File: src/npiu_defs.vh
// Constants shared by the nested priority interrupt unit.
// Included by bare name from every module of the unit.
`ifndef NPIU_DEFS_VH
`define NPIU_DEFS_VH

// Stack pointer: reset value, movable low part, reload value
`define NPIU_SP_RESET     16'h017F
`define NPIU_SP_LOW_W     7
`define NPIU_SP_RELOAD    7'h7F

// Fixed vector addresses
`define NPIU_VEC_RESET    16'hFFFE
`define NPIU_VEC_TRAP     16'hFFFC
`define NPIU_VEC_TOP      16'hFFFA
`define NPIU_VEC_LOWEST   16'hFFE0
`define NPIU_NUM_VEC      14

// Priority codes as held in flag bits 5 and 3
`define NPIU_CODE_L0      2'h2
`define NPIU_CODE_L1      2'h1
`define NPIU_CODE_L2      2'h0
`define NPIU_CODE_L3      2'h3
`define NPIU_CC_BIT_HI    5
`define NPIU_CC_BIT_LO    3

// Per-vector priority bank
`define NPIU_PRIO_RESET   8'hFF
`define NPIU_PRIO3_RO     8'hF0

// Stack frame sizes in bytes
`define NPIU_INT_FRAME    3'h5
`define NPIU_CALL_FRAME   3'h2

`endif

File: src/npiu_stack_ptr.v
// Stack pointer of the unit: 16-bit value, only the low 7 bits move.
// Assumes at most one of inc/dec per source; simultaneous inc and dec cancel.
`timescale 1ns/100ps
`default_nettype none
`include "npiu_defs.vh"

module npiu_stack_ptr (
    input  wire        clock_i,
    input  wire        rst_b_i,
    input  wire        reinit_i,
    input  wire        load_i,
    input  wire [7:0]  load_data_i,
    input  wire        dec_i,
    input  wire        inc_i,
    output wire [15:0] sp_o
);
    localparam [15:0] SP_RST = `NPIU_SP_RESET;

    reg [`NPIU_SP_LOW_W-1:0] low_r;

    // Upper nine bits are fixed, so the 7-bit counter wraps silently
    assign sp_o = {SP_RST[15:7], low_r};

    // Reset and reinit load the top of stack; decrement after push, increment before pop
    always @(posedge clock_i) begin
        if (!rst_b_i || reinit_i) begin
            low_r <= `NPIU_SP_RELOAD;
        end else if (load_i) begin
            low_r <= load_data_i[6:0];
        end else if (dec_i && !inc_i) begin
            low_r <= low_r - 7'h01;
        end else if (inc_i && !dec_i) begin
            low_r <= low_r + 7'h01;
        end
    end
endmodule // npiu_stack_ptr

`default_nettype wire

File: src/npiu_arbiter.v
// Two-step arbiter for the maskable vectors 1..13 (index 0 is the top pin).
// Purely combinational; pending and enables come from the same clock domain.
`timescale 1ns/100ps
`default_nettype none
`include "npiu_defs.vh"

module npiu_arbiter #(
    parameter NV = `NPIU_NUM_VEC
) (
    input  wire [NV-1:0]   pend_i,
    input  wire [NV-1:0]   en_i,
    input  wire [2*NV-1:0] prio_i,
    input  wire [1:0]      cur_code_i,
    output reg             win_o,
    output reg  [3:0]      win_idx_o,
    output reg  [1:0]      win_code_o
);
    // Code to numeric level 0..3
    function [1:0] code_to_lvl;
        input [1:0] code;
        begin
            case (code)
                `NPIU_CODE_L0: code_to_lvl = 2'h0;
                `NPIU_CODE_L1: code_to_lvl = 2'h1;
                `NPIU_CODE_L2: code_to_lvl = 2'h2;
                default:       code_to_lvl = 2'h3;
            endcase
        end
    endfunction

    integer i;
    reg [1:0] lvl;
    reg [1:0] best;

    // Walk from lowest to highest hardware priority; ties go to later ones
    always @* begin
        win_o      = 1'b0;
        win_idx_o  = 4'h0;
        win_code_o = `NPIU_CODE_L3;
        best       = 2'h0;
        lvl        = 2'h0;
        for (i = NV - 1; i >= 1; i = i - 1) begin
            lvl = code_to_lvl(prio_i[2*i +: 2]);
            if (pend_i[i] && en_i[i] && lvl > code_to_lvl(cur_code_i)) begin
                if (!win_o || lvl >= best) begin
                    win_o      = 1'b1;
                    best       = lvl;
                    win_idx_o  = i[3:0];
                    win_code_o = prio_i[2*i +: 2];
                end
            end
        end
    end
endmodule // npiu_arbiter

`default_nettype wire

File: src/npiu_core.v
// Nested priority interrupt unit: priority flags, vector priority bank,
// arbitration, context stacking and return. Sits beside the CPU sequencer.
// Assumes stack RAM read data is valid one cycle after the address.
`timescale 1ns/100ps
`default_nettype none
`include "npiu_defs.vh"

// Function
// - Flag bits 5,3 code level 0=10, 1=01, 2=00, 3=11 (masked).
// - Entering a handler loads the flag bits from that vector's priority.
// - Unmask, mask, return, halt, wait and pop may write the flag bits.
// - 16-bit stack pointer points to next free byte; resets to 017Fh.
// - Upper nine bits fixed; reset or reinit sets the lower seven.
// - Stack pointer wraps silently on overflow and underflow.
// - Call uses two bytes, interrupt five; program counter low written first.
// - Service after the instruction: push context, set level, load vector.
// - Return pops the context including the two flag bits.
// - Sixteen fixed vectors from FFE0h to FFFFh by hardware priority.
// - After reset the program counter loads from the vector at FFFEh.
// - Highest software level wins; ties go to highest hardware priority.
// - Unserved requests stay latched until they become highest.
// - Reset, trap and top pin count as highest software level.
// - Non-maskable sources ignore the level, stack context, set level 3.
// - Every non-maskable source ends halt mode.
// - Four programmable nesting levels of priority.
// - Maskable request taken only if enabled and above current level.
// - Writing the level-0 code into a vector field keeps the old value.
// - Hardware priority: main, vectors low to high, then the top pin.
module npiu_core #(
    parameter NV            = `NPIU_NUM_VEC,
    parameter HALT_WAKE_MSK = 14'h3FFF
) (
    input  wire            clock_i,
    input  wire            rst_b_i,
    input  wire            instr_end_i,
    input  wire            unmask_instr_i,
    input  wire            mask_all_instr_i,
    input  wire            return_from_handler_i,
    input  wire            halt_instr_i,
    input  wire            wait_for_irq_instr_i,
    input  wire            cc_pop_i,
    input  wire [7:0]      cc_pop_data_i,
    input  wire            trap_instr_i,
    input  wire            stack_reinit_instr_i,
    input  wire            sp_load_i,
    input  wire [7:0]      sp_load_data_i,
    input  wire            cpu_push_i,
    input  wire            cpu_pop_i,
    input  wire [15:0]     pc_i,
    input  wire [7:0]      x_i,
    input  wire [7:0]      a_i,
    input  wire [7:0]      cc_i,
    input  wire            top_pin_irq_i,
    input  wire [NV-1:0]   irq_req_i,
    input  wire [NV-1:0]   irq_en_i,
    input  wire            prio_wr_i,
    input  wire [1:0]      prio_addr_i,
    input  wire [7:0]      prio_wdata_i,
    output reg  [7:0]      prio_rdata_o,
    input  wire [7:0]      ram_rdata_i,
    output wire [15:0]     ram_addr_o,
    output reg  [7:0]      ram_wdata_o,
    output wire            ram_we_o,
    output wire [15:0]     stack_ptr_o,
    output wire [1:0]      flags_prio_o,
    output reg             vec_load_o,
    output reg  [15:0]     vec_addr_o,
    output reg             restore_o,
    output reg  [15:0]     pc_o,
    output reg  [7:0]      x_o,
    output reg  [7:0]      a_o,
    output reg  [7:0]      cc_o,
    output reg  [NV-1:0]   irq_ack_o,
    output wire            busy_o,
    output wire            halted_o
);
    localparam [2:0] S_RSTV = 3'h0;
    localparam [2:0] S_IDLE = 3'h1;
    localparam [2:0] S_PUSH = 3'h2;
    localparam [2:0] S_VEC  = 3'h3;
    localparam [2:0] S_POPA = 3'h4;
    localparam [2:0] S_POPD = 3'h5;
    localparam [15:0] VEC_TOP = `NPIU_VEC_TOP;

    reg [2:0]      state_r;
    reg [2:0]      cnt_r;
    reg [1:0]      cur_code_r;
    reg [31:0]     prio_r;
    reg [NV-1:0]   pend_r;
    reg            tli_s1_r;
    reg            tli_s2_r;
    reg            tli_s3_r;
    reg            tli_pend_r;
    reg            trap_pend_r;
    reg            halt_r;
    reg            wait_r;
    reg [15:0]     sel_vec_r;
    reg [1:0]      sel_code_r;
    reg [NV-1:0]   sel_ack_r;
    reg [7:0]      cc_push_r;

    wire           win;
    wire [3:0]     win_idx;
    wire [1:0]     win_code;
    wire           sp_dec;
    wire           sp_inc;
    wire           nmi_any;
    wire           wake;
    wire           boundary;
    wire           take;

    // Merge a bank write field by field, skipping level-0 codes
    function [7:0] field_merge;
        input [7:0] old_v;
        input [7:0] new_v;
        integer k;
        begin
            field_merge = old_v;
            for (k = 0; k < 4; k = k + 1) begin
                if (new_v[2*k +: 2] != `NPIU_CODE_L0) begin
                    field_merge[2*k +: 2] = new_v[2*k +: 2];
                end
            end
        end
    endfunction

    npiu_stack_ptr u_sp (
        .clock_i     (clock_i),
        .rst_b_i     (rst_b_i),
        .reinit_i    (stack_reinit_instr_i),
        .load_i      (sp_load_i),
        .load_data_i (sp_load_data_i),
        .dec_i       (sp_dec),
        .inc_i       (sp_inc),
        .sp_o        (stack_ptr_o)
    );

    npiu_arbiter #(.NV(NV)) u_arb (
        .pend_i      (pend_r),
        .en_i        (irq_en_i),
        .prio_i      (prio_r[2*NV-1:0]),
        .cur_code_i  (cur_code_r),
        .win_o       (win),
        .win_idx_o   (win_idx),
        .win_code_o  (win_code)
    );

    // CPU calls move the pointer by two single-byte pushes of its own
    assign sp_dec = (state_r == S_PUSH) | cpu_push_i;
    assign sp_inc = (state_r == S_POPA) | cpu_pop_i;
    // Pop reads one above the pointer, wrapping inside the stack page
    assign ram_addr_o = (state_r == S_POPA) ? {stack_ptr_o[15:7], stack_ptr_o[6:0] + 7'h01}
                                            : stack_ptr_o;
    assign ram_we_o   = (state_r == S_PUSH);
    assign busy_o     = (state_r != S_IDLE);
    assign halted_o   = halt_r;
    assign flags_prio_o = cur_code_r;

    // Halt wakes only on non-maskable or halt-capable sources; wait on any
    assign nmi_any  = tli_pend_r | trap_pend_r;
    assign wake     = halt_r ? (nmi_any | (win & HALT_WAKE_MSK[win_idx]))
                             : (nmi_any | win);
    assign boundary = instr_end_i | ((halt_r | wait_r) & wake);
    assign take     = boundary & (nmi_any | win) & !return_from_handler_i;

    // Top pin passes two flops before the edge detector reads it
    always @(posedge clock_i) begin
        if (!rst_b_i) begin
            tli_s1_r <= 1'b0;
            tli_s2_r <= 1'b0;
            tli_s3_r <= 1'b0;
        end else begin
            tli_s1_r <= top_pin_irq_i;
            tli_s2_r <= tli_s1_r;
            tli_s3_r <= tli_s2_r;
        end
    end

    // Request latches; a new request in the clear cycle is kept
    always @(posedge clock_i) begin
        if (!rst_b_i) begin
            pend_r      <= {NV{1'b0}};
            tli_pend_r  <= 1'b0;
            trap_pend_r <= 1'b0;
        end else begin
            pend_r <= (pend_r & ~((state_r == S_IDLE && take && !nmi_any)
                                  ? sel_onehot(win_idx) : {NV{1'b0}}))
                      | irq_req_i;
            if (tli_s2_r && !tli_s3_r) begin
                tli_pend_r <= 1'b1;
            end else if (state_r == S_IDLE && take && tli_pend_r) begin
                tli_pend_r <= 1'b0;
            end
            if (trap_instr_i) begin
                trap_pend_r <= 1'b1;
            end else if (state_r == S_IDLE && take && !tli_pend_r) begin
                trap_pend_r <= 1'b0;
            end
        end
    end

    // One-hot of a vector index
    function [NV-1:0] sel_onehot;
        input [3:0] idx;
        begin
            sel_onehot = {NV{1'b0}};
            sel_onehot[idx] = 1'b1;
        end
    endfunction

    // Vector priority bank; top nibble of the last register stays ones
    always @(posedge clock_i) begin
        if (!rst_b_i) begin
            prio_r       <= {4{`NPIU_PRIO_RESET}};
            prio_rdata_o <= 8'h00;
        end else begin
            if (prio_wr_i) begin
                prio_r[8*prio_addr_i +: 8] <=
                    field_merge(prio_r[8*prio_addr_i +: 8], prio_wdata_i)
                    | ((prio_addr_i == 2'h3) ? `NPIU_PRIO3_RO : 8'h00);
            end
            prio_rdata_o <= prio_r[8*prio_addr_i +: 8];
        end
    end

    // Sequencer: reset vector, context push, vector load, context pop
    always @(posedge clock_i) begin
        if (!rst_b_i) begin
            state_r    <= S_RSTV;
            cnt_r      <= 3'h0;
            cur_code_r <= `NPIU_CODE_L3;
            halt_r     <= 1'b0;
            wait_r     <= 1'b0;
            sel_vec_r  <= `NPIU_VEC_RESET;
            sel_code_r <= `NPIU_CODE_L3;
            sel_ack_r  <= {NV{1'b0}};
            cc_push_r  <= 8'h00;
            vec_load_o <= 1'b0;
            vec_addr_o <= 16'h0000;
            restore_o  <= 1'b0;
            irq_ack_o  <= {NV{1'b0}};
            ram_wdata_o <= 8'h00;
            pc_o <= 16'h0000;
            x_o  <= 8'h00;
            a_o  <= 8'h00;
            cc_o <= 8'h00;
        end else begin
            vec_load_o <= 1'b0;
            restore_o  <= 1'b0;
            irq_ack_o  <= {NV{1'b0}};
            case (state_r)
                // Reset skips stacking and fetches from the reset vector
                S_RSTV: begin
                    vec_addr_o <= `NPIU_VEC_RESET;
                    vec_load_o <= 1'b1;
                    state_r    <= S_IDLE;
                end
                S_IDLE: begin
                    if (return_from_handler_i) begin
                        state_r <= S_POPA;
                        cnt_r   <= 3'h0;
                    end else if (take) begin
                        // Non-maskable beat all maskable and ignore level
                        if (tli_pend_r) begin
                            sel_vec_r  <= `NPIU_VEC_TOP;
                            sel_code_r <= `NPIU_CODE_L3;
                            sel_ack_r  <= {NV{1'b0}};
                        end else if (trap_pend_r) begin
                            sel_vec_r  <= `NPIU_VEC_TRAP;
                            sel_code_r <= `NPIU_CODE_L3;
                            sel_ack_r  <= {NV{1'b0}};
                        end else begin
                            sel_vec_r  <= VEC_TOP - {11'h000, win_idx, 1'b0};
                            sel_code_r <= win_code;
                            sel_ack_r  <= sel_onehot(win_idx);
                        end
                        cc_push_r <= cc_i;
                        cc_push_r[`NPIU_CC_BIT_HI] <= cur_code_r[1];
                        cc_push_r[`NPIU_CC_BIT_LO] <= cur_code_r[0];
                        ram_wdata_o <= pc_i[7:0];
                        halt_r  <= 1'b0;
                        wait_r  <= 1'b0;
                        cnt_r   <= 3'h0;
                        state_r <= S_PUSH;
                    end else if (cc_pop_i) begin
                        cur_code_r <= {cc_pop_data_i[`NPIU_CC_BIT_HI],
                                       cc_pop_data_i[`NPIU_CC_BIT_LO]};
                    end else if (mask_all_instr_i) begin
                        cur_code_r <= `NPIU_CODE_L3;
                    end else if (unmask_instr_i) begin
                        cur_code_r <= `NPIU_CODE_L0;
                    end else if (halt_instr_i) begin
                        cur_code_r <= `NPIU_CODE_L0;
                        halt_r     <= 1'b1;
                    end else if (wait_for_irq_instr_i) begin
                        cur_code_r <= `NPIU_CODE_L0;
                        wait_r     <= 1'b1;
                    end
                end
                // One byte per cycle, data staged one cycle ahead
                S_PUSH: begin
                    case (cnt_r)
                        3'h0:    ram_wdata_o <= pc_i[15:8];
                        3'h1:    ram_wdata_o <= x_i;
                        3'h2:    ram_wdata_o <= a_i;
                        3'h3:    ram_wdata_o <= cc_push_r;
                        default: ram_wdata_o <= 8'h00;
                    endcase
                    cnt_r <= cnt_r + 3'h1;
                    if (cnt_r == `NPIU_INT_FRAME - 3'h1) begin
                        state_r <= S_VEC;
                    end
                end
                // Level set from the vector's field in the same cycle as the vector load
                S_VEC: begin
                    cur_code_r <= sel_code_r;
                    vec_addr_o <= sel_vec_r;
                    vec_load_o <= 1'b1;
                    irq_ack_o  <= sel_ack_r;
                    state_r    <= S_IDLE;
                end
                S_POPA: begin
                    state_r <= S_POPD;
                end
                // Capture popped byte: flags, A, X, PCH, PC_LOW_BYTE
                S_POPD: begin
                    case (cnt_r)
                        3'h0: begin
                            cc_o       <= ram_rdata_i;
                            cur_code_r <= {ram_rdata_i[`NPIU_CC_BIT_HI],
                                           ram_rdata_i[`NPIU_CC_BIT_LO]};
                        end
                        3'h1:    a_o <= ram_rdata_i;
                        3'h2:    x_o <= ram_rdata_i;
                        3'h3:    pc_o[15:8] <= ram_rdata_i;
                        default: pc_o[7:0]  <= ram_rdata_i;
                    endcase
                    cnt_r <= cnt_r + 3'h1;
                    if (cnt_r == `NPIU_INT_FRAME - 3'h1) begin
                        restore_o <= 1'b1;
                        state_r   <= S_IDLE;
                    end else begin
                        state_r <= S_POPA;
                    end
                end
                default: state_r <= S_IDLE;
            endcase
        end
    end
endmodule // npiu_core

`default_nettype wire

File: config.mk
export PLATFORM = sky130hd
export DESIGN_NAME = npiu_core
export DESIGN_NICKNAME = d
export VERILOG_FILES = /design/src/npiu_stack_ptr.v /design/src/npiu_arbiter.v /design/src/npiu_core.v
export VERILOG_INCLUDE_DIRS = /design/src /design/src/src
export SDC_FILE = /design/constraint.sdc
export NUM_CORES = 1
export LEC_CHECK = 0
export ABC_AREA = 1
export BUFFER_PORTS_ARGS = -buffer_cell sky130_fd_sc_hd__buf_2
export CORE_MARGIN = 1.5
export CORE_UTILIZATION = 55
export DETAILED_ROUTE_END_ITERATION = 16
export HOLD_SLACK_MARGIN = 0.15
export PLACE_DENSITY_LB_ADDON = 0.2
export SLEW_MARGIN = 25
export SYNTH_ARGS = -nofsm -noshare
export SYNTH_HDL_FRONTEND = slang
export SYNTH_SLANG_ARGS = --single-unit
File: constraint.sdc
create_clock -name clock_i -period 40.3 [get_ports clock_i]
set_input_delay 0 -clock clock_i [delete_from_list [all_inputs] [get_ports clock_i]]
set_output_delay 0 -clock clock_i [all_outputs]
set_load 0.05 [all_outputs]
==> flow_metrics.env <==
export IMPL_cellPowerDensity_mw_per_mm2=46.2
export IMPL_fmax_mhz=64.0
export IMPL_power_leakage_nw=6.22
export IMPL_intPower_mw=0.344
export IMPL_cp_max_fo=13
export IMPL_area_delta_synth_final_pct=25.2
export IMPL_ir_drop_v=0.0000357
export IMPL_maxSlewHeadroom=0.325
export IMPL_syn_cell_area_mm2=0.00988
export IMPL_tritoncts="built"
export IMPL_placed_area_mm2=0.0110
export IMPL_rsz0062_at_grt="false"
export IMPL_design_area_mm2=0.0124
export IMPL_wire_per_inst_um=14.6
export IMPL_p_sw_mw=0.228
export IMPL_cts_sinks=173
export IMPL_crit_path_start_kind="flop"
export IMPL_yosys_area_top_type_share=0.351
export IMPL_diodes=0
export IMPL_seq_area_frac_synth=0.351
export IMPL_yosys_top_cells_area="dfxtp_1 (35%), ha_1 (10%), nand2_1 (10%)"
export IMPL_synth_common_cells="nand2_1 (262), inv_1 (190), dfxtp_1 (173), nor2_1 (149), a21oi_1 (108)"
export IMPL_grt_usage=0.296
export IMPL_antenna_left=0
export IMPL_async_flop_share=0
export IMPL_die_area_mm2=0.0188
export IMPL_grt_pass1_wl_um=44200
export IMPL_layout_setup_ws_ns=24.69
export IMPL_overflow=0
export IMPL_hold_viol_final=0
export IMPL_hold_path_class="input port to flop"
export IMPL_p_seq_frac=0.327
export IMPL_post_dp_hpwl_um=19700
export IMPL_dpl_cell_count=1772
export IMPL_routed_wl_um=27600
export IMPL_finalCriticalPeriod_ns=15.61
export IMPL_yosysUniqueCellTypes=52
export IMPL_synthCells=1377
export IMPL_cts_made_buffers=17
export IMPL_via_count=10100
export IMPL_start_util=0.567
export IMPL_drc=0
export IMPL_p_sw_frac=0.399
export IMPL_io_buffers=212
export IMPL_drt_iter0_drc=705
export IMPL_skew_ns=0.00964
export IMPL_drive_above_1_share=0.186
export IMPL_core_mm2=0.0174
export IMPL_synth_edf_count=0
export IMPL_drt_pass1_iter_count=6
export IMPL_path_class="flop to flop"
export IMPL_vias_per_cell=5.35
export IMPL_yosysWarnings=0
export IMPL_cp_end_kind="flop"
export IMPL_clockRootBuffer="clkbuf_16"
export IMPL_hold_slack_ns=0.179
export IMPL_fin_setup_tns_ns=0
export IMPL_syn_avg_cell_area_um2=7.17
export IMPL_synth_flop_cell="dfxtp_1"
export IMPL_finalNetCount=1850
export IMPL_grt_max_degree=84
export IMPL_num_rows=48
export IMPL_power_total_mw=0.572
export IMPL_maxCapViolations=0
export IMPL_post_route_util=0.710
export IMPL_worstPathRequired_ns=40.58
export IMPL_status="finished, final reports clean"
export IMPL_post_synth_top_count_cell="nand2_1"
export IMPL_slowest_delay_ns=0.41
export IMPL_crit_slowest_cell="inv_1"
export IMPL_grt_pass1_vias=9311
export IMPL_clockBufferDepth=2
export IMPL_cts_setup_buffers=0
export IMPL_finalCritPeriodShare=0.387
export IMPL_clkTransAtPathRegs_ns=0.07
export IMPL_p_clk_frac=0.279
export IMPL_cts_htree_levels=4
export IMPL_finalNonFillerCells=1888
export IMPL_die_w_um=137
export IMPL_worst_pin_slew_ns=1.00
export IMPL_path_common_cell="nand2_1"
export IMPL_yosys_area_top_type="dfxtp_1"
export IMPL_maxSlewViolCount=0
export IMPL_setup_viol=0
export IMPL_crit_arrival_ns=15.89
export IMPL_ios=243
export IMPL_place_gp_congestion=0.913
export IMPL_pwr_share_comb=0.394
export IMPL_dp_slack_ns=24.91
export IMPL_antenna_found_initial=0
export IMPL_clkLatencyLatePin_ns=0.44
export IMPL_synth_seq_cells=173
export IMPL_die_h_um=137
==> cell type report <==
class | count | area (um2)
Fill cell | 1429 | 5040
Inverter | 201 | 754
Multi-Input combinational cell | 958 | 5390
Sequential cell | 173 | 3460
Clock buffer | 18 | 429
Timing Repair Buffer | 299 | 1920
Clock inverter | 14 | 133
Tap cell | 225 | 282
==> timing repair <==
action,CTS,global route
hold buffers,84,0
resized for setup,0,0
hold endpoints to repair,113,0
==> kinds of logic (layout without fill, tap and decap cells) <==
group,after synthesis,in the layout,synth area share
AND/OR/NAND/NOR,549,549,0.238
AO/OA/AOI/OAI,300,300,0.189
buffers and inverters,263,532,0.111
flip-flops,173,173,0.351
adder cells (fa/ha/maj),82,82,0.104
XOR/XNOR,8,8,0.00709
other,2,19,0.000760
==> power groups by stage <==
stage | sequential [mW] | combinational, mW | clock [mW]
final | 0.187 | 0.225 | 0.159
after CTS | 0.187 | 0.223 | 0.160
after detailed placement | 0.191 | 0.214 | 0
after floorplan | 0.204 | 0.155 | 0
after global routing | 0.188 | 0.254 | 0.168
after global placement | 0.190 | 0.209 | 0
==> layout by cell type, fill, tap and decap left out, drive strengths merged, types with 3 or more instances in the layout <==
cell type      n
nand2        278
o21ai         94
o22ai          4
dlygate4sd3   84
nand4          9
ha            82
clkinv         8
dfxtp        173
or2            5
nand3         76
o2111ai        6
o221a          3
buf          215
and3           4
a31oi         10
o21bai         3
a221o         20
conb          19
a21oi        113
xor2           8
a211oi         8
nor3          11
o211ai        20
a22oi          6
inv          204
nor2         163
clkbuf        18
==> worst max-delay path: cells and delay by family, from the launching register on <==
kind,cells,cell delay [ns]
fa+ha+maj,14,3.87
flops,1,0.36
buf+inv,25,2.06
compound gates,22,3.53
simple gates,57,5.59
==> final timing paths <==
path                         from         endpoint  slack [ns]  depth (start not counted)
hold / removal           cc_pop_i  flags_prio_o[0]        0.18                          6
setup / recovery  flags_prio_o[1]        pend_r[9]       24.69                        118
hold reg to reg          tli_s3_r       tli_pend_r        0.43                          1
setup reg to reg  flags_prio_o[1]        pend_r[9]       24.69                        118
==> per-layer routing <==
layer / share of wire / wire, um / GRT usage / vias to the layer above
li1: - / - / - / 5036
met1: 0.44 / 12000 / 0.375 / 4615
met2: 0.47 / 12800 / 0.488 / 380
met3: 0.071 / 1960 / 0.0741 / 72
met4: 0.027 / 743 / 0.101 / 0
met5: 0 / 0 / 0 / -
==> state kept, by name, indices dropped and copies added (netlist names), 2 cells and up <==
signal        flops
vec_addr_o        6
sel_vec_r         5
state_r           3
pc_o             16
prio_r           31
pend_r           13
prio_rdata_o      8
sel_code_r        2
cc_o              8
cnt_r             3
sel_ack_r        14
ram_wdata_o       8
cc_push_r         8
flags_prio_o      2
x_o               8
a_o               8
u_sp.low_r        7
irq_ack_o        14
Note: power is estimated with default switching activity, not from simulation.
